--- config.mk ---
export PLATFORM = sky130hd
export DESIGN_NAME = tec_drive_setting_params
export DESIGN_NICKNAME = d
export VERILOG_FILES = /design/src/logic/nv_store.v /design/src/logic/tec_drive_setting_params.v
export VERILOG_INCLUDE_DIRS = /design/src /design/src/logic
export SDC_FILE = /design/constraint.sdc
export NUM_CORES = 2
export LEC_CHECK = 0
export BUFFER_PORTS_ARGS = -buffer_cell sky130_fd_sc_hd__buf_2
export CAP_MARGIN = 10
export CELL_PAD_IN_SITES_DETAIL_PLACEMENT = 1
export CELL_PAD_IN_SITES_GLOBAL_PLACEMENT = 2
export CORE_MARGIN = 3
export CORE_UTILIZATION = 35
export CTS_CLUSTER_SIZE = 20
export DETAILED_ROUTE_END_ITERATION = 8
export PLACE_DENSITY_LB_ADDON = 0.1
export RECOVER_POWER = 100
export SYNTH_ARGS = -nofsm -noshare
export SYNTH_HDL_FRONTEND = slang
export SYNTH_SLANG_ARGS = --single-unit
--- constraint.sdc ---
create_clock -name pclk -period 25.8 [get_ports pclk]
set_input_delay 5.16 -clock pclk [delete_from_list [all_inputs] [get_ports pclk]]
set_output_delay 5.16 -clock pclk [all_outputs]
set_load 0.005 [all_outputs]
--- src/logic/tec_map.vh ---
`ifndef TEC_MAP_VH
`define TEC_MAP_VH

// ----------------------------------------
// Register byte offsets
// ----------------------------------------
`define OFF_SETPOINT 8'h00
`define OFF_POS_ILIM 8'h04
`define OFF_NEG_ILIM 8'h08
`define OFF_POS_VTH 8'h0C
`define OFF_NEG_VTH 8'h10
`define OFF_FF_GAIN 8'h14
`define OFF_CONFIG 8'h18
`define OFF_STATUS 8'h1C
`define OFF_CMD 8'h20
`define OFF_DRIVE 8'h24

// ----------------------------------------
// Reset values of the settings
// ----------------------------------------
`define RST_SETPOINT 16'h0000
`define RST_POS_ILIM 16'h03E8
`define RST_NEG_ILIM 16'hFC18
`define RST_POS_VTH 16'h1388
`define RST_NEG_VTH 16'hEC78
`define RST_FF_GAIN 16'h0000
`define RST_CONFIG 8'hC1

// ----------------------------------------
// Allowed ranges and spans
// ----------------------------------------
`define MIN_SETPOINT 32'hFFFFFC18
`define MAX_SETPOINT 32'h000003E8
`define MIN_POS_ILIM 32'h00000000
`define MAX_POS_ILIM 32'h000003E8
`define MIN_NEG_ILIM 32'hFFFFFC18
`define MAX_NEG_ILIM 32'h00000000
`define MIN_POS_VTH 32'h00000000
`define MAX_POS_VTH 32'h00001388
`define MIN_NEG_VTH 32'hFFFFEC78
`define MAX_NEG_VTH 32'h00000000
`define SPAN_CURRENT 16'h07D0
`define SPAN_ILIM 16'h03E8
`define SPAN_VTH 16'h1388
`define CODE_FULL 32'h00000FFF
`define GAIN_UNITY 32'sh000003E8

// ----------------------------------------
// Field positions
// ----------------------------------------
`define CFG_MAN 0
`define CFG_EXT 1
`define CFG_FF 2
`define CFG_OUT 3
`define CFG_ITRIP_LO 4
`define CFG_VTRIP_LO 6
`define ST_POS_LIM 0
`define ST_NEG_LIM 1
`define ST_POS_OV 2
`define ST_NEG_OV 3
`define ST_EXEC_ERR 4
`define ST_TRIPPED 8
`define ST_SOURCE_ON 9
`define CMD_SAVE 0
`define CMD_RECALL 1
`define CMD_DEFAULTS 2
`define CMD_CLEAR_TRIP 3

// ----------------------------------------
// Saved copy layout
// ----------------------------------------
`define NV_LAST 3'h6
`define NV_CONFIG 3'h6

`endif

--- src/logic/nv_store.v ---
`timescale 1ns/1ps
`default_nettype none

// Saved copy of the settings; the array has no reset so a soft reset keeps it
module nv_store (
  input wire pclk,
  input wire presetn,
  input wire ce,
  input wire we,
  input wire [2:0] waddr,
  input wire [15:0] wdata,
  input wire [2:0] raddr,
  output reg [15:0] rdata
);
  reg [15:0] mem [0:7];

  // Write port
  always @(posedge pclk) begin
    if (ce && we) begin
      mem[waddr] <= wdata;
    end
  end

  // Registered read port
  always @(posedge pclk or negedge presetn) begin
    if (!presetn) begin
      rdata <= 16'h0000;
    end else if (ce) begin
      rdata <= mem[raddr];
    end
  end
endmodule // nv_store

`default_nettype wire

--- src/logic/tec_drive_setting_params.v ---
// Design decisions made here: the APB interface to the registers and the placing of the registers.
`timescale 1ns/1ps
`default_nettype none
`include "tec_map.vh"

// Function
// RULE1: signed setpoint, -1000..1000 mA, 12-bit, readable
// RULE2: power-on reloads saved copy; command loads defaults
// RULE3: positive limit 0..1000 mA, default 1000
// RULE4: demand above positive limit is clamped
// RULE5: negative limit -1000..0 mA, default -1000
// RULE6: demand below negative limit is clamped
// RULE7: positive threshold 0..5000 mV, default 5000
// RULE8: voltage above positive threshold sets flag
// RULE9: negative threshold -5000..0 mV, default -5000
// RULE10: voltage below negative threshold sets flag
// RULE11: current limiting may trip source off
// RULE12: over-voltage detection may trip source off
// RULE13: feedforward gain -1000..1000 per mille, default 0
// RULE14: manual enable bit, default 1
// RULE15: host programs setpoint before enabling output
// RULE16: external control enable bit
// RULE17: feedforward control enable bit
// RULE18: current trip select 0..3 meaning
// RULE19: voltage trip select 0..3, default 3
// RULE20: out-of-range write rejected, error recorded
// RULE21: settings scaled to 12-bit analog codes
module tec_drive_setting_params (
  input wire pclk,
  input wire presetn,
  input wire ce,
  input wire psel,
  input wire penable,
  input wire pwrite,
  input wire [7:0] paddr,
  input wire [31:0] pwdata,
  output reg [31:0] prdata,
  output reg pready,
  output reg pslverr,
  input wire [15:0] meas_voltage,
  input wire [15:0] ext_current,
  input wire [15:0] feedforward_input,
  output reg [11:0] setpoint_code,
  output reg [11:0] pos_limit_code,
  output reg [11:0] neg_limit_code,
  output reg [11:0] pos_threshold_code,
  output reg [11:0] neg_threshold_code,
  output reg [11:0] gain_code,
  output reg [15:0] drive_current,
  output reg manual_control_enable,
  output reg external_control_enable,
  output reg feedforward_enable,
  output reg source_on,
  output reg trip_active
);

  // ----------------------------------------
  // Types and helpers
  // ----------------------------------------
  localparam ST_IDLE = 2'd0;
  localparam ST_LOAD = 2'd1;
  localparam ST_SAVE = 2'd2;

  // Signed range check of a written word
  function in_range;
    input [31:0] v;
    input [31:0] lo;
    input [31:0] hi;
    begin
      in_range = ($signed(v) >= $signed(lo)) && ($signed(v) <= $signed(hi));
    end
  endfunction

  // Scale a setting across its full range onto 0..4095
  function [11:0] to_code;
    input [15:0] v;
    input [15:0] lo;
    input [15:0] span;
    reg [31:0] off;
    reg [31:0] prod;
    begin
      off = {{16{v[15]}}, v} - {{16{lo[15]}}, lo};
      prod = off * `CODE_FULL;
      prod = prod / {16'h0000, span};
      to_code = prod[11:0];
    end
  endfunction

  // Address decode for the error answer; the read mux decodes with its own case
  function is_mapped;
    input [7:0] a;
    begin
      is_mapped = (a[1:0] == 2'b00) && (a <= `OFF_DRIVE);
    end
  endfunction

  // ----------------------------------------
  // State
  // ----------------------------------------
  reg [15:0] setpoint_current_cmd;
  reg [15:0] pos_current_limit;
  reg [15:0] neg_current_limit;
  reg [15:0] pos_voltage_threshold;
  reg [15:0] neg_voltage_threshold;
  reg [15:0] feedforward_gain;
  reg output_enable;
  reg [1:0] current_trip_select;
  reg [1:0] voltage_trip_select;
  reg [4:0] overload_status;
  reg tripped;
  reg [1:0] state;
  reg [2:0] nv_idx;
  reg [2:0] ld_idx;
  reg ld_valid;
  reg [47:0] pin_meta;
  reg [47:0] pin_sync;
  reg [15:0] save_word;
  reg [31:0] rd_mux;
  reg [4:0] status_set;
  reg wr_ok;
  wire [15:0] nv_rdata;
  wire busy;
  wire apb_wr;
  wire apb_setup_done;
  wire [7:0] cfg_word;
  wire [15:0] meas_s;
  wire [15:0] ext_s;
  wire [15:0] ffin_s;
  wire [31:0] ff_prod;
  wire [31:0] ff_term;
  wire [17:0] demand;
  wire [17:0] pos_lim_ext;
  wire [17:0] neg_lim_ext;
  wire pos_lim_evt;
  wire neg_lim_evt;
  wire pos_ov_evt;
  wire neg_ov_evt;
  wire trip_evt;
  wire cmd_wr;
  wire do_save;
  wire do_recall;
  wire do_defaults;
  wire do_clear_trip;

  // ----------------------------------------
  // APB handshake
  // ----------------------------------------
  // One wait state: pready rises on the second access cycle
  assign apb_setup_done = psel && penable && !pready;
  assign apb_wr = psel && penable && pready && pwrite;
  assign busy = (state != ST_IDLE) || ld_valid;
  assign cmd_wr = apb_wr && (paddr == `OFF_CMD);
  assign do_save = cmd_wr && pwdata[`CMD_SAVE] && !busy;
  assign do_recall = cmd_wr && pwdata[`CMD_RECALL] && !busy;
  assign do_defaults = cmd_wr && pwdata[`CMD_DEFAULTS] && !busy;
  assign do_clear_trip = cmd_wr && pwdata[`CMD_CLEAR_TRIP];

  assign cfg_word = {voltage_trip_select, current_trip_select, output_enable,
                     feedforward_enable, external_control_enable, manual_control_enable};

  // Read mux
  always @* begin
    rd_mux = 32'h00000000;
    case (paddr)
      `OFF_SETPOINT: rd_mux = {{16{setpoint_current_cmd[15]}}, setpoint_current_cmd}; // RULE1
      `OFF_POS_ILIM: rd_mux = {{16{pos_current_limit[15]}}, pos_current_limit};
      `OFF_NEG_ILIM: rd_mux = {{16{neg_current_limit[15]}}, neg_current_limit};
      `OFF_POS_VTH: rd_mux = {{16{pos_voltage_threshold[15]}}, pos_voltage_threshold};
      `OFF_NEG_VTH: rd_mux = {{16{neg_voltage_threshold[15]}}, neg_voltage_threshold};
      `OFF_FF_GAIN: rd_mux = {{16{feedforward_gain[15]}}, feedforward_gain};
      `OFF_CONFIG: rd_mux = {24'h000000, cfg_word};
      `OFF_STATUS: rd_mux = {22'h000000, source_on, tripped, 3'h0, overload_status};
      `OFF_DRIVE: rd_mux = {{16{drive_current[15]}}, drive_current};
      default: rd_mux = 32'h00000000;
    endcase
  end

  // Answer registers
  always @(posedge pclk or negedge presetn) begin
    if (!presetn) begin
      pready <= 1'b0;
      prdata <= 32'h00000000;
      pslverr <= 1'b0;
    end else if (ce) begin
      pready <= apb_setup_done;
      if (apb_setup_done) begin
        prdata <= pwrite ? 32'h00000000 : rd_mux;
        pslverr <= !is_mapped(paddr);
      end else begin
        pslverr <= 1'b0;
      end
    end
  end

  // ----------------------------------------
  // Write acceptance
  // ----------------------------------------
  // Range check per register; a rejected word leaves the setting as it was
  always @* begin
    wr_ok = 1'b0;
    case (paddr)
      `OFF_SETPOINT: wr_ok = in_range(pwdata, `MIN_SETPOINT, `MAX_SETPOINT); // RULE20
      `OFF_POS_ILIM: wr_ok = in_range(pwdata, `MIN_POS_ILIM, `MAX_POS_ILIM); // RULE20
      `OFF_NEG_ILIM: wr_ok = in_range(pwdata, `MIN_NEG_ILIM, `MAX_NEG_ILIM); // RULE20
      `OFF_POS_VTH: wr_ok = in_range(pwdata, `MIN_POS_VTH, `MAX_POS_VTH); // RULE20
      `OFF_NEG_VTH: wr_ok = in_range(pwdata, `MIN_NEG_VTH, `MAX_NEG_VTH); // RULE20
      `OFF_FF_GAIN: wr_ok = in_range(pwdata, `MIN_SETPOINT, `MAX_SETPOINT); // RULE20
      `OFF_CONFIG: wr_ok = (pwdata[31:8] == 24'h000000); // RULE20
      default: wr_ok = 1'b0;
    endcase
  end

  // Settings: defaults command beats reload beats bus write
  always @(posedge pclk or negedge presetn) begin
    if (!presetn) begin
      setpoint_current_cmd <= `RST_SETPOINT;
      pos_current_limit <= `RST_POS_ILIM; // RULE3
      neg_current_limit <= `RST_NEG_ILIM; // RULE5
      pos_voltage_threshold <= `RST_POS_VTH; // RULE7
      neg_voltage_threshold <= `RST_NEG_VTH; // RULE9
      feedforward_gain <= `RST_FF_GAIN; // RULE13
      {voltage_trip_select, current_trip_select, output_enable,
       feedforward_enable, external_control_enable, manual_control_enable} <= `RST_CONFIG;
    end else if (ce) begin
      if (do_defaults) begin
        setpoint_current_cmd <= `RST_SETPOINT; // RULE2
        pos_current_limit <= `RST_POS_ILIM; // RULE3
        neg_current_limit <= `RST_NEG_ILIM; // RULE5
        pos_voltage_threshold <= `RST_POS_VTH; // RULE7
        neg_voltage_threshold <= `RST_NEG_VTH; // RULE9
        feedforward_gain <= `RST_FF_GAIN; // RULE13
        {voltage_trip_select, current_trip_select, output_enable, feedforward_enable,
         external_control_enable, manual_control_enable} <= `RST_CONFIG; // RULE14 RULE19
      end else if (ld_valid) begin
        case (ld_idx) // RULE2
          3'h0: setpoint_current_cmd <= nv_rdata;
          3'h1: pos_current_limit <= nv_rdata;
          3'h2: neg_current_limit <= nv_rdata;
          3'h3: pos_voltage_threshold <= nv_rdata;
          3'h4: neg_voltage_threshold <= nv_rdata;
          3'h5: feedforward_gain <= nv_rdata;
          default: {voltage_trip_select, current_trip_select, output_enable, feedforward_enable,
                    external_control_enable, manual_control_enable} <= nv_rdata[7:0];
        endcase
      end else if (apb_wr && wr_ok && !busy) begin
        case (paddr)
          `OFF_SETPOINT: setpoint_current_cmd <= pwdata[15:0]; // RULE1
          `OFF_POS_ILIM: pos_current_limit <= pwdata[15:0]; // RULE3
          `OFF_NEG_ILIM: neg_current_limit <= pwdata[15:0]; // RULE5
          `OFF_POS_VTH: pos_voltage_threshold <= pwdata[15:0]; // RULE7
          `OFF_NEG_VTH: neg_voltage_threshold <= pwdata[15:0]; // RULE9
          `OFF_FF_GAIN: feedforward_gain <= pwdata[15:0]; // RULE13
          default: begin
            manual_control_enable <= pwdata[`CFG_MAN]; // RULE14
            external_control_enable <= pwdata[`CFG_EXT]; // RULE16
            feedforward_enable <= pwdata[`CFG_FF]; // RULE17
            output_enable <= pwdata[`CFG_OUT];
            current_trip_select <= pwdata[`CFG_ITRIP_LO+1:`CFG_ITRIP_LO]; // RULE18
            voltage_trip_select <= pwdata[`CFG_VTRIP_LO+1:`CFG_VTRIP_LO]; // RULE19
          end
        endcase
      end
    end
  end

  // ----------------------------------------
  // Saved copy sequencer
  // ----------------------------------------
  // Word to store for the current index
  always @* begin
    case (nv_idx)
      3'h0: save_word = setpoint_current_cmd;
      3'h1: save_word = pos_current_limit;
      3'h2: save_word = neg_current_limit;
      3'h3: save_word = pos_voltage_threshold;
      3'h4: save_word = neg_voltage_threshold;
      3'h5: save_word = feedforward_gain;
      default: save_word = {8'h00, cfg_word};
    endcase
  end

  // Reset enters the reload walk, so power-on restores the saved copy
  always @(posedge pclk or negedge presetn) begin
    if (!presetn) begin
      state <= ST_LOAD; // RULE2
      nv_idx <= 3'h0;
      ld_idx <= 3'h0;
      ld_valid <= 1'b0;
    end else if (ce) begin
      ld_valid <= (state == ST_LOAD);
      ld_idx <= nv_idx;
      case (state)
        ST_IDLE: begin
          nv_idx <= 3'h0;
          if (do_recall) begin
            state <= ST_LOAD;
          end else if (do_save) begin
            state <= ST_SAVE;
          end
        end
        ST_LOAD, ST_SAVE: begin
          nv_idx <= nv_idx + 3'h1;
          if (nv_idx == `NV_LAST) begin
            state <= ST_IDLE;
          end
        end
        default: state <= ST_IDLE;
      endcase
    end
  end

  nv_store u_nv_store (
    .pclk(pclk),
    .presetn(presetn),
    .ce(ce),
    .we(state == ST_SAVE),
    .waddr(nv_idx),
    .wdata(save_word),
    .raddr(nv_idx),
    .rdata(nv_rdata)
  );

  // ----------------------------------------
  // Pin synchronisers
  // ----------------------------------------
  // Words from the converters are assumed stable for several cycles
  always @(posedge pclk or negedge presetn) begin
    if (!presetn) begin
      pin_meta <= 48'h000000000000;
      pin_sync <= 48'h000000000000;
    end else if (ce) begin
      pin_meta <= {meas_voltage, ext_current, feedforward_input};
      pin_sync <= pin_meta;
    end
  end
  assign meas_s = pin_sync[47:32];
  assign ext_s = pin_sync[31:16];
  assign ffin_s = pin_sync[15:0];

  // ----------------------------------------
  // Current demand and limiting
  // ----------------------------------------
  assign ff_prod = $signed(ffin_s) * $signed(feedforward_gain); // RULE13
  assign ff_term = $signed(ff_prod) / `GAIN_UNITY;
  assign demand = (manual_control_enable ? {{2{setpoint_current_cmd[15]}},
                    setpoint_current_cmd} : 18'h00000) // RULE14
                + (external_control_enable ? {{2{ext_s[15]}}, ext_s} : 18'h00000) // RULE16
                + (feedforward_enable ? ff_term[17:0] : 18'h00000); // RULE17
  assign pos_lim_ext = {{2{pos_current_limit[15]}}, pos_current_limit};
  assign neg_lim_ext = {{2{neg_current_limit[15]}}, neg_current_limit};
  assign pos_lim_evt = $signed(demand) > $signed(pos_lim_ext); // RULE4
  assign neg_lim_evt = $signed(demand) < $signed(neg_lim_ext); // RULE6
  assign pos_ov_evt = $signed(meas_s) > $signed(pos_voltage_threshold); // RULE8
  assign neg_ov_evt = $signed(meas_s) < $signed(neg_voltage_threshold); // RULE10

  // Clamp whatever mix of inputs is active
  always @(posedge pclk or negedge presetn) begin
    if (!presetn) begin
      drive_current <= 16'h0000;
    end else if (ce) begin
      if (pos_lim_evt) begin
        drive_current <= pos_current_limit; // RULE4
      end else if (neg_lim_evt) begin
        drive_current <= neg_current_limit; // RULE6
      end else begin
        drive_current <= demand[15:0];
      end
    end
  end

  // ----------------------------------------
  // Overload flags and trip
  // ----------------------------------------
  always @* begin
    status_set = 5'h00;
    status_set[`ST_POS_LIM] = pos_lim_evt;
    status_set[`ST_NEG_LIM] = neg_lim_evt;
    status_set[`ST_POS_OV] = pos_ov_evt; // RULE8
    status_set[`ST_NEG_OV] = neg_ov_evt; // RULE10
    status_set[`ST_EXEC_ERR] = apb_wr && !busy && (paddr <= `OFF_CONFIG) && !wr_ok; // RULE20
  end

  assign trip_evt = (current_trip_select[0] && pos_lim_evt)
                  || (current_trip_select[1] && neg_lim_evt) // RULE11 RULE18
                  || (voltage_trip_select[0] && pos_ov_evt)
                  || (voltage_trip_select[1] && neg_ov_evt); // RULE12 RULE19

  // Sticky flags clear by writing ones; a new event wins over the clear
  always @(posedge pclk or negedge presetn) begin
    if (!presetn) begin
      overload_status <= 5'h00;
      tripped <= 1'b0;
      source_on <= 1'b0;
      trip_active <= 1'b0;
    end else if (ce) begin
      if (apb_wr && paddr == `OFF_STATUS) begin
        overload_status <= (overload_status & ~pwdata[4:0]) | status_set;
      end else begin
        overload_status <= overload_status | status_set;
      end
      if (trip_evt) begin
        tripped <= 1'b1; // RULE11 RULE12
      end else if (do_clear_trip) begin
        tripped <= 1'b0;
      end
      trip_active <= tripped || trip_evt;
      source_on <= output_enable && !tripped && !trip_evt; // RULE11 RULE12
    end
  end

  // ----------------------------------------
  // Analog stage codes
  // ----------------------------------------
  // Divides are by constants and fold into fixed multipliers
  always @(posedge pclk or negedge presetn) begin
    if (!presetn) begin
      setpoint_code <= 12'h000;
      pos_limit_code <= 12'h000;
      neg_limit_code <= 12'h000;
      pos_threshold_code <= 12'h000;
      neg_threshold_code <= 12'h000;
      gain_code <= 12'h000;
    end else if (ce) begin
      setpoint_code <= to_code(setpoint_current_cmd, 16'hFC18, `SPAN_CURRENT); // RULE21 RULE1
      pos_limit_code <= to_code(pos_current_limit, 16'h0000, `SPAN_ILIM); // RULE21
      neg_limit_code <= to_code(neg_current_limit, 16'hFC18, `SPAN_ILIM); // RULE21
      pos_threshold_code <= to_code(pos_voltage_threshold, 16'h0000, `SPAN_VTH); // RULE21
      neg_threshold_code <= to_code(neg_voltage_threshold, 16'hEC78, `SPAN_VTH); // RULE21
      gain_code <= to_code(feedforward_gain, 16'hFC18, `SPAN_CURRENT); // RULE21
    end
  end

endmodule // tec_drive_setting_params

`default_nettype wire

==> flow_summary.toml <==
[worst_setup_path]
crit_slowest_cell = "sky130_fd_sc_hd__fa_1"
worst-endpoint-arrival_ns = 27.10
worstPathRequired_ns = 26.47
cp_max_fo = 8
worstSetupPathType = "flop to flop"
critPathMostFrequentCell = "sky130_fd_sc_hd__buf_4"
cp-start-kind = "flop"
setup.worst_path.end_class = "flop"
slowest_delay_ns = 0.54

[grt]
globalRouteTotalUtil_pct = 25.10
initial_antenna_violation_count = 33
globalRouteOverflowTotal = 0
number_of_global_route_vias_before_repair = 108500
wire_length_of_the_first_global_routing_pass_um = 625000
grt_start_max_net_pins = 86

[die]
placement_rows = 199
die_y_um = 552.4
start_util_pct = 35.35
dieArea_mm2 = 0.3051
pin_count = 221
chipWidth_um = 552.4
floorplan.core_area_mm2 = 0.2956

[sta]
fin_crit_sh_pct = 102.4
finalWorstPathRequiredPeriod_ns = 26.43
timing.fmax_ghz = 0.03784
final-setup-viol-count = 20
fin_ws_ns = -0.6291
final-hold-violation-count = 0
fin_skew_ns = 0.07834
final_max_slew_viol_count = 639
grt_setup_unrepaired = "yes"
slew-limit-headroom_pct = -249.5
worstMarginPinSlew_ns = 5.176
fin_tns_setup_ns = -9.460

[synthesis]
synth_top_family_by_area = "adder cells"
postSynth.topFlopCell = "sky130_fd_sc_hd__dfrtp_1"
netlist_instances = 12600
async_flop_share_pct = 72.59
synthMuxAreaShare_pct = 5.757
synth_xor_xnor_area_share_pct = 6.559
netlist-cell-type-count = 161
postSynthAreaPerCell_um2 = 8.293
number_of_enable_type_register_cells_in_the_synthesized_netlist = 128
post_synth_instance_area_mm2 = 0.1045
synth.net_count = 14320
synth_warnings = 0
synthAdderAreaFrac_pct = 27.38
synth_seq_cells = 467
synth_sequential_area_ratio_pct = 11.84
compound_gate_portion_of_the_synthesized_area_pct = 23.44
post_synth_and_or_nand_nor_area_fraction_pct = 17.99

[cts]
cts.path.max_buffers = 4
ctsHoldBuffers = 0
cts_inserted_buffers = 73
cts.sinks = 467
ctsRootBufferMaster = "sky130_fd_sc_hd__clkbuf_16"
worst_skew_pair.late_latency_ns = 0.78
htree_num_levels = 3
path_clk_slew_ns = 0.06
cts_tree = "done"

[routing]
dr_total_vias = 101700
first_iter_violations = 6001
drt-vias-per-instance = 5.707
avgRoutedWirePerCell_um = 22.14
totalWireLength_um = 394600
route.antenna.remaining_nets = 0
dr.pass1.iters = 9
drc = 0

[finish]
area_growth_pct = 19.84
design.final.nets = 15540
drive_above_1_share_pct = 19.91
most_common_cell_after_layout_fill_and_taps_aside = "sky130_fd_sc_hd__inv_1"
layout.cells.most_common_list = "sky130_fd_sc_hd__inv_1 (1395), sky130_fd_sc_hd__buf_4 (1262), sky130_fd_sc_hd__fa_1 (1017)"
fin_cells = 17820

[outcome]
failing_checks = "capacitance limit, slew limit, setup timing"
run_status = "finished with violations"

[hold_path]
worst_hold_path_type = "flop to flop"

[placement]
dp.cells = 17490
io_buffer_count = 220
finalWeightedCongestion = 0.9205
place_hpwl_um = 322600

[run]
number_of_max_cap_violations = 18
==> sequential cells by signal, indices dropped and copies added (netlist names), 5 cells and up <==
name,flops
feedforward_gain,16
u_nv_store.rdata,16
neg_threshold_code,12
overload_status,5
pin_meta,48
gain_code,12
neg_limit_code,12
pin_sync,48
drive_current,16
neg_voltage_threshold,16
pos_current_limit,16
pos_threshold_code,12
prdata,16
neg_current_limit,16
pos_limit_code,12
setpoint_current_cmd,16
u_nv_store.mem,128
pos_voltage_threshold,16
setpoint_code,12
==> cell usage after synthesis, types with 102 or more instances <==
master / instances / area [µm²]
sky130_fd_sc_hd__o31ai_1: 109 / 818.3
sky130_fd_sc_hd__and2_1: 248 / 1551
sky130_fd_sc_hd__nand2b_1: 117 / 732.0
sky130_fd_sc_hd__a31oi_1: 196 / 1226
sky130_fd_sc_hd__a21o_1: 156 / 1171
sky130_fd_sc_hd__dfrtp_1: 307 / 7682
sky130_fd_sc_hd__nand3_1: 345 / 1727
sky130_fd_sc_hd__o21ai_0: 576 / 2883
sky130_fd_sc_hd__edfxtp_1: 128 / 3844
sky130_fd_sc_hd__nor4_1: 102 / 638.1
sky130_fd_sc_hd__o211ai_1: 159 / 1194
sky130_fd_sc_hd__nor2_1: 884 / 3318
sky130_fd_sc_hd__nand2_1: 1013 / 3802
sky130_fd_sc_hd__or3_1: 115 / 719.4
sky130_fd_sc_hd__a211oi_1: 164 / 1231
sky130_fd_sc_hd__nand4_1: 120 / 750.7
sky130_fd_sc_hd__xnor2_1: 563 / 4931
sky130_fd_sc_hd__mux2i_1: 217 / 2172
sky130_fd_sc_hd__xor2_1: 202 / 1769
sky130_fd_sc_hd__nor3_1: 343 / 1717
sky130_fd_sc_hd__o21a_1: 130 / 975.9
sky130_fd_sc_hd__a21oi_1: 662 / 3313
sky130_fd_sc_hd__mux2_2: 273 / 3074
sky130_fd_sc_hd__and3_1: 109 / 681.9
sky130_fd_sc_hd__ha_1: 599 / 7495
sky130_fd_sc_hd__clkbuf_1: 310 / 1164
sky130_fd_sc_hd__inv_1: 1417 / 5319
sky130_fd_sc_hd__fa_1: 1029 / 20600
==> per-layer routing <==
| metal | vias to the layer above | track usage (%) | wire length [µm] |
|---|---|---|---|
| met5 | - | 0 | 13 |
| met4 | 2 | 7.534 | 12740 |
| met3 | 426 | 2.588 | 14990 |
| met2 | 1812 | 43.59 | 192000 |
| met1 | 51840 | 32.77 | 174900 |
| li1 | 47630 | - | - |
==> layout make-up <==
class,instances,area [µm²]
Clock buffer,96,2026
Clock inverter,32,361.6
Multi-Input combinational cell,10260,88360
Timing Repair Buffer,1596,11730
Inverter,1424,5358
Sequential cell,467,12400
Fill cell,34960,170300
Tap cell,3919,4903
Antenna cell,32,80.08
==> metrics by stage <==
| stage | setup slack, ns | cell area [µm²] | hold slack, ns | utilization (%) |
|---|---|---|---|---|
| floorplan | 0.01589 | 104700 | 0.4477 | - |
| global placement | -0.6885 | 117900 | 0.4669 | 39.89 |
| detailed placement | -1.708 | 117900 | 0.4758 | 39.90 |
| CTS | -0.06548 | 123200 | 0.4598 | 41.69 |
| global route | -1.725 | 125200 | 0.4971 | 42.35 |
| finish | -0.6291 | 125200 | 0.4707 | 42.37 |
==> cell families after synthesis <==
| family | after synthesis |
|---|---|
| muxes | 525 |
| and+or+nand+nor | 3817 |
| DFF | 467 |
| AOI/OAI and AO/OA | 3462 |
| xor gates and xnor gates | 774 |
| adders and majority gates | 1679 |
| buffers and inverters | 1874 |
==> what timing repair did <==
action / 4_1_cts / 5_1_grt
resized for setup: 415 / 415
gates cloned: 3 / 1
endpoints found under the setup margin: 21 / 39
pin swaps: 173 / 118
setup buffers: 108 / 78
endpoints found under the hold margin: 0 / 0
==> worst paths after layout <==
| check | start | end | slack (ns) | cells after the start |
|---|---|---|---|---|
| max in group asynchronous | presetn | pos_threshold_code[10] | 11.28 | 3 |
| min reg2reg | pin_meta[17] | pin_sync[17] | 0.47 | 1 |
| max | feedforward_gain[6] | source_on | -0.63 | 125 |
| min | pin_meta[17] | pin_sync[17] | 0.47 | 1 |
| min in group asynchronous | presetn | neg_limit_code[9] | 6.21 | 1 |
| max reg2reg | feedforward_gain[6] | source_on | -0.63 | 125 |
==> worst max-delay path: cells and delay by family, from the launching register on <==
| kind | cells | cell delay [ns] |
|---|---|---|
| AOI/OAI and AO/OA | 51 | 10.90 |
| buffers and inverters | 27 | 3.40 |
| xor gates and xnor gates | 6 | 0.89 |
| muxes | 2 | 0.38 |
| and+or+nand+nor | 27 | 5.34 |
| adders and majority gates | 12 | 4.87 |
| DFF | 1 | 0.48 |
Power is not shown: default switching activity piles up to over one toggle a cycle in this logic, so the estimate is an artifact.
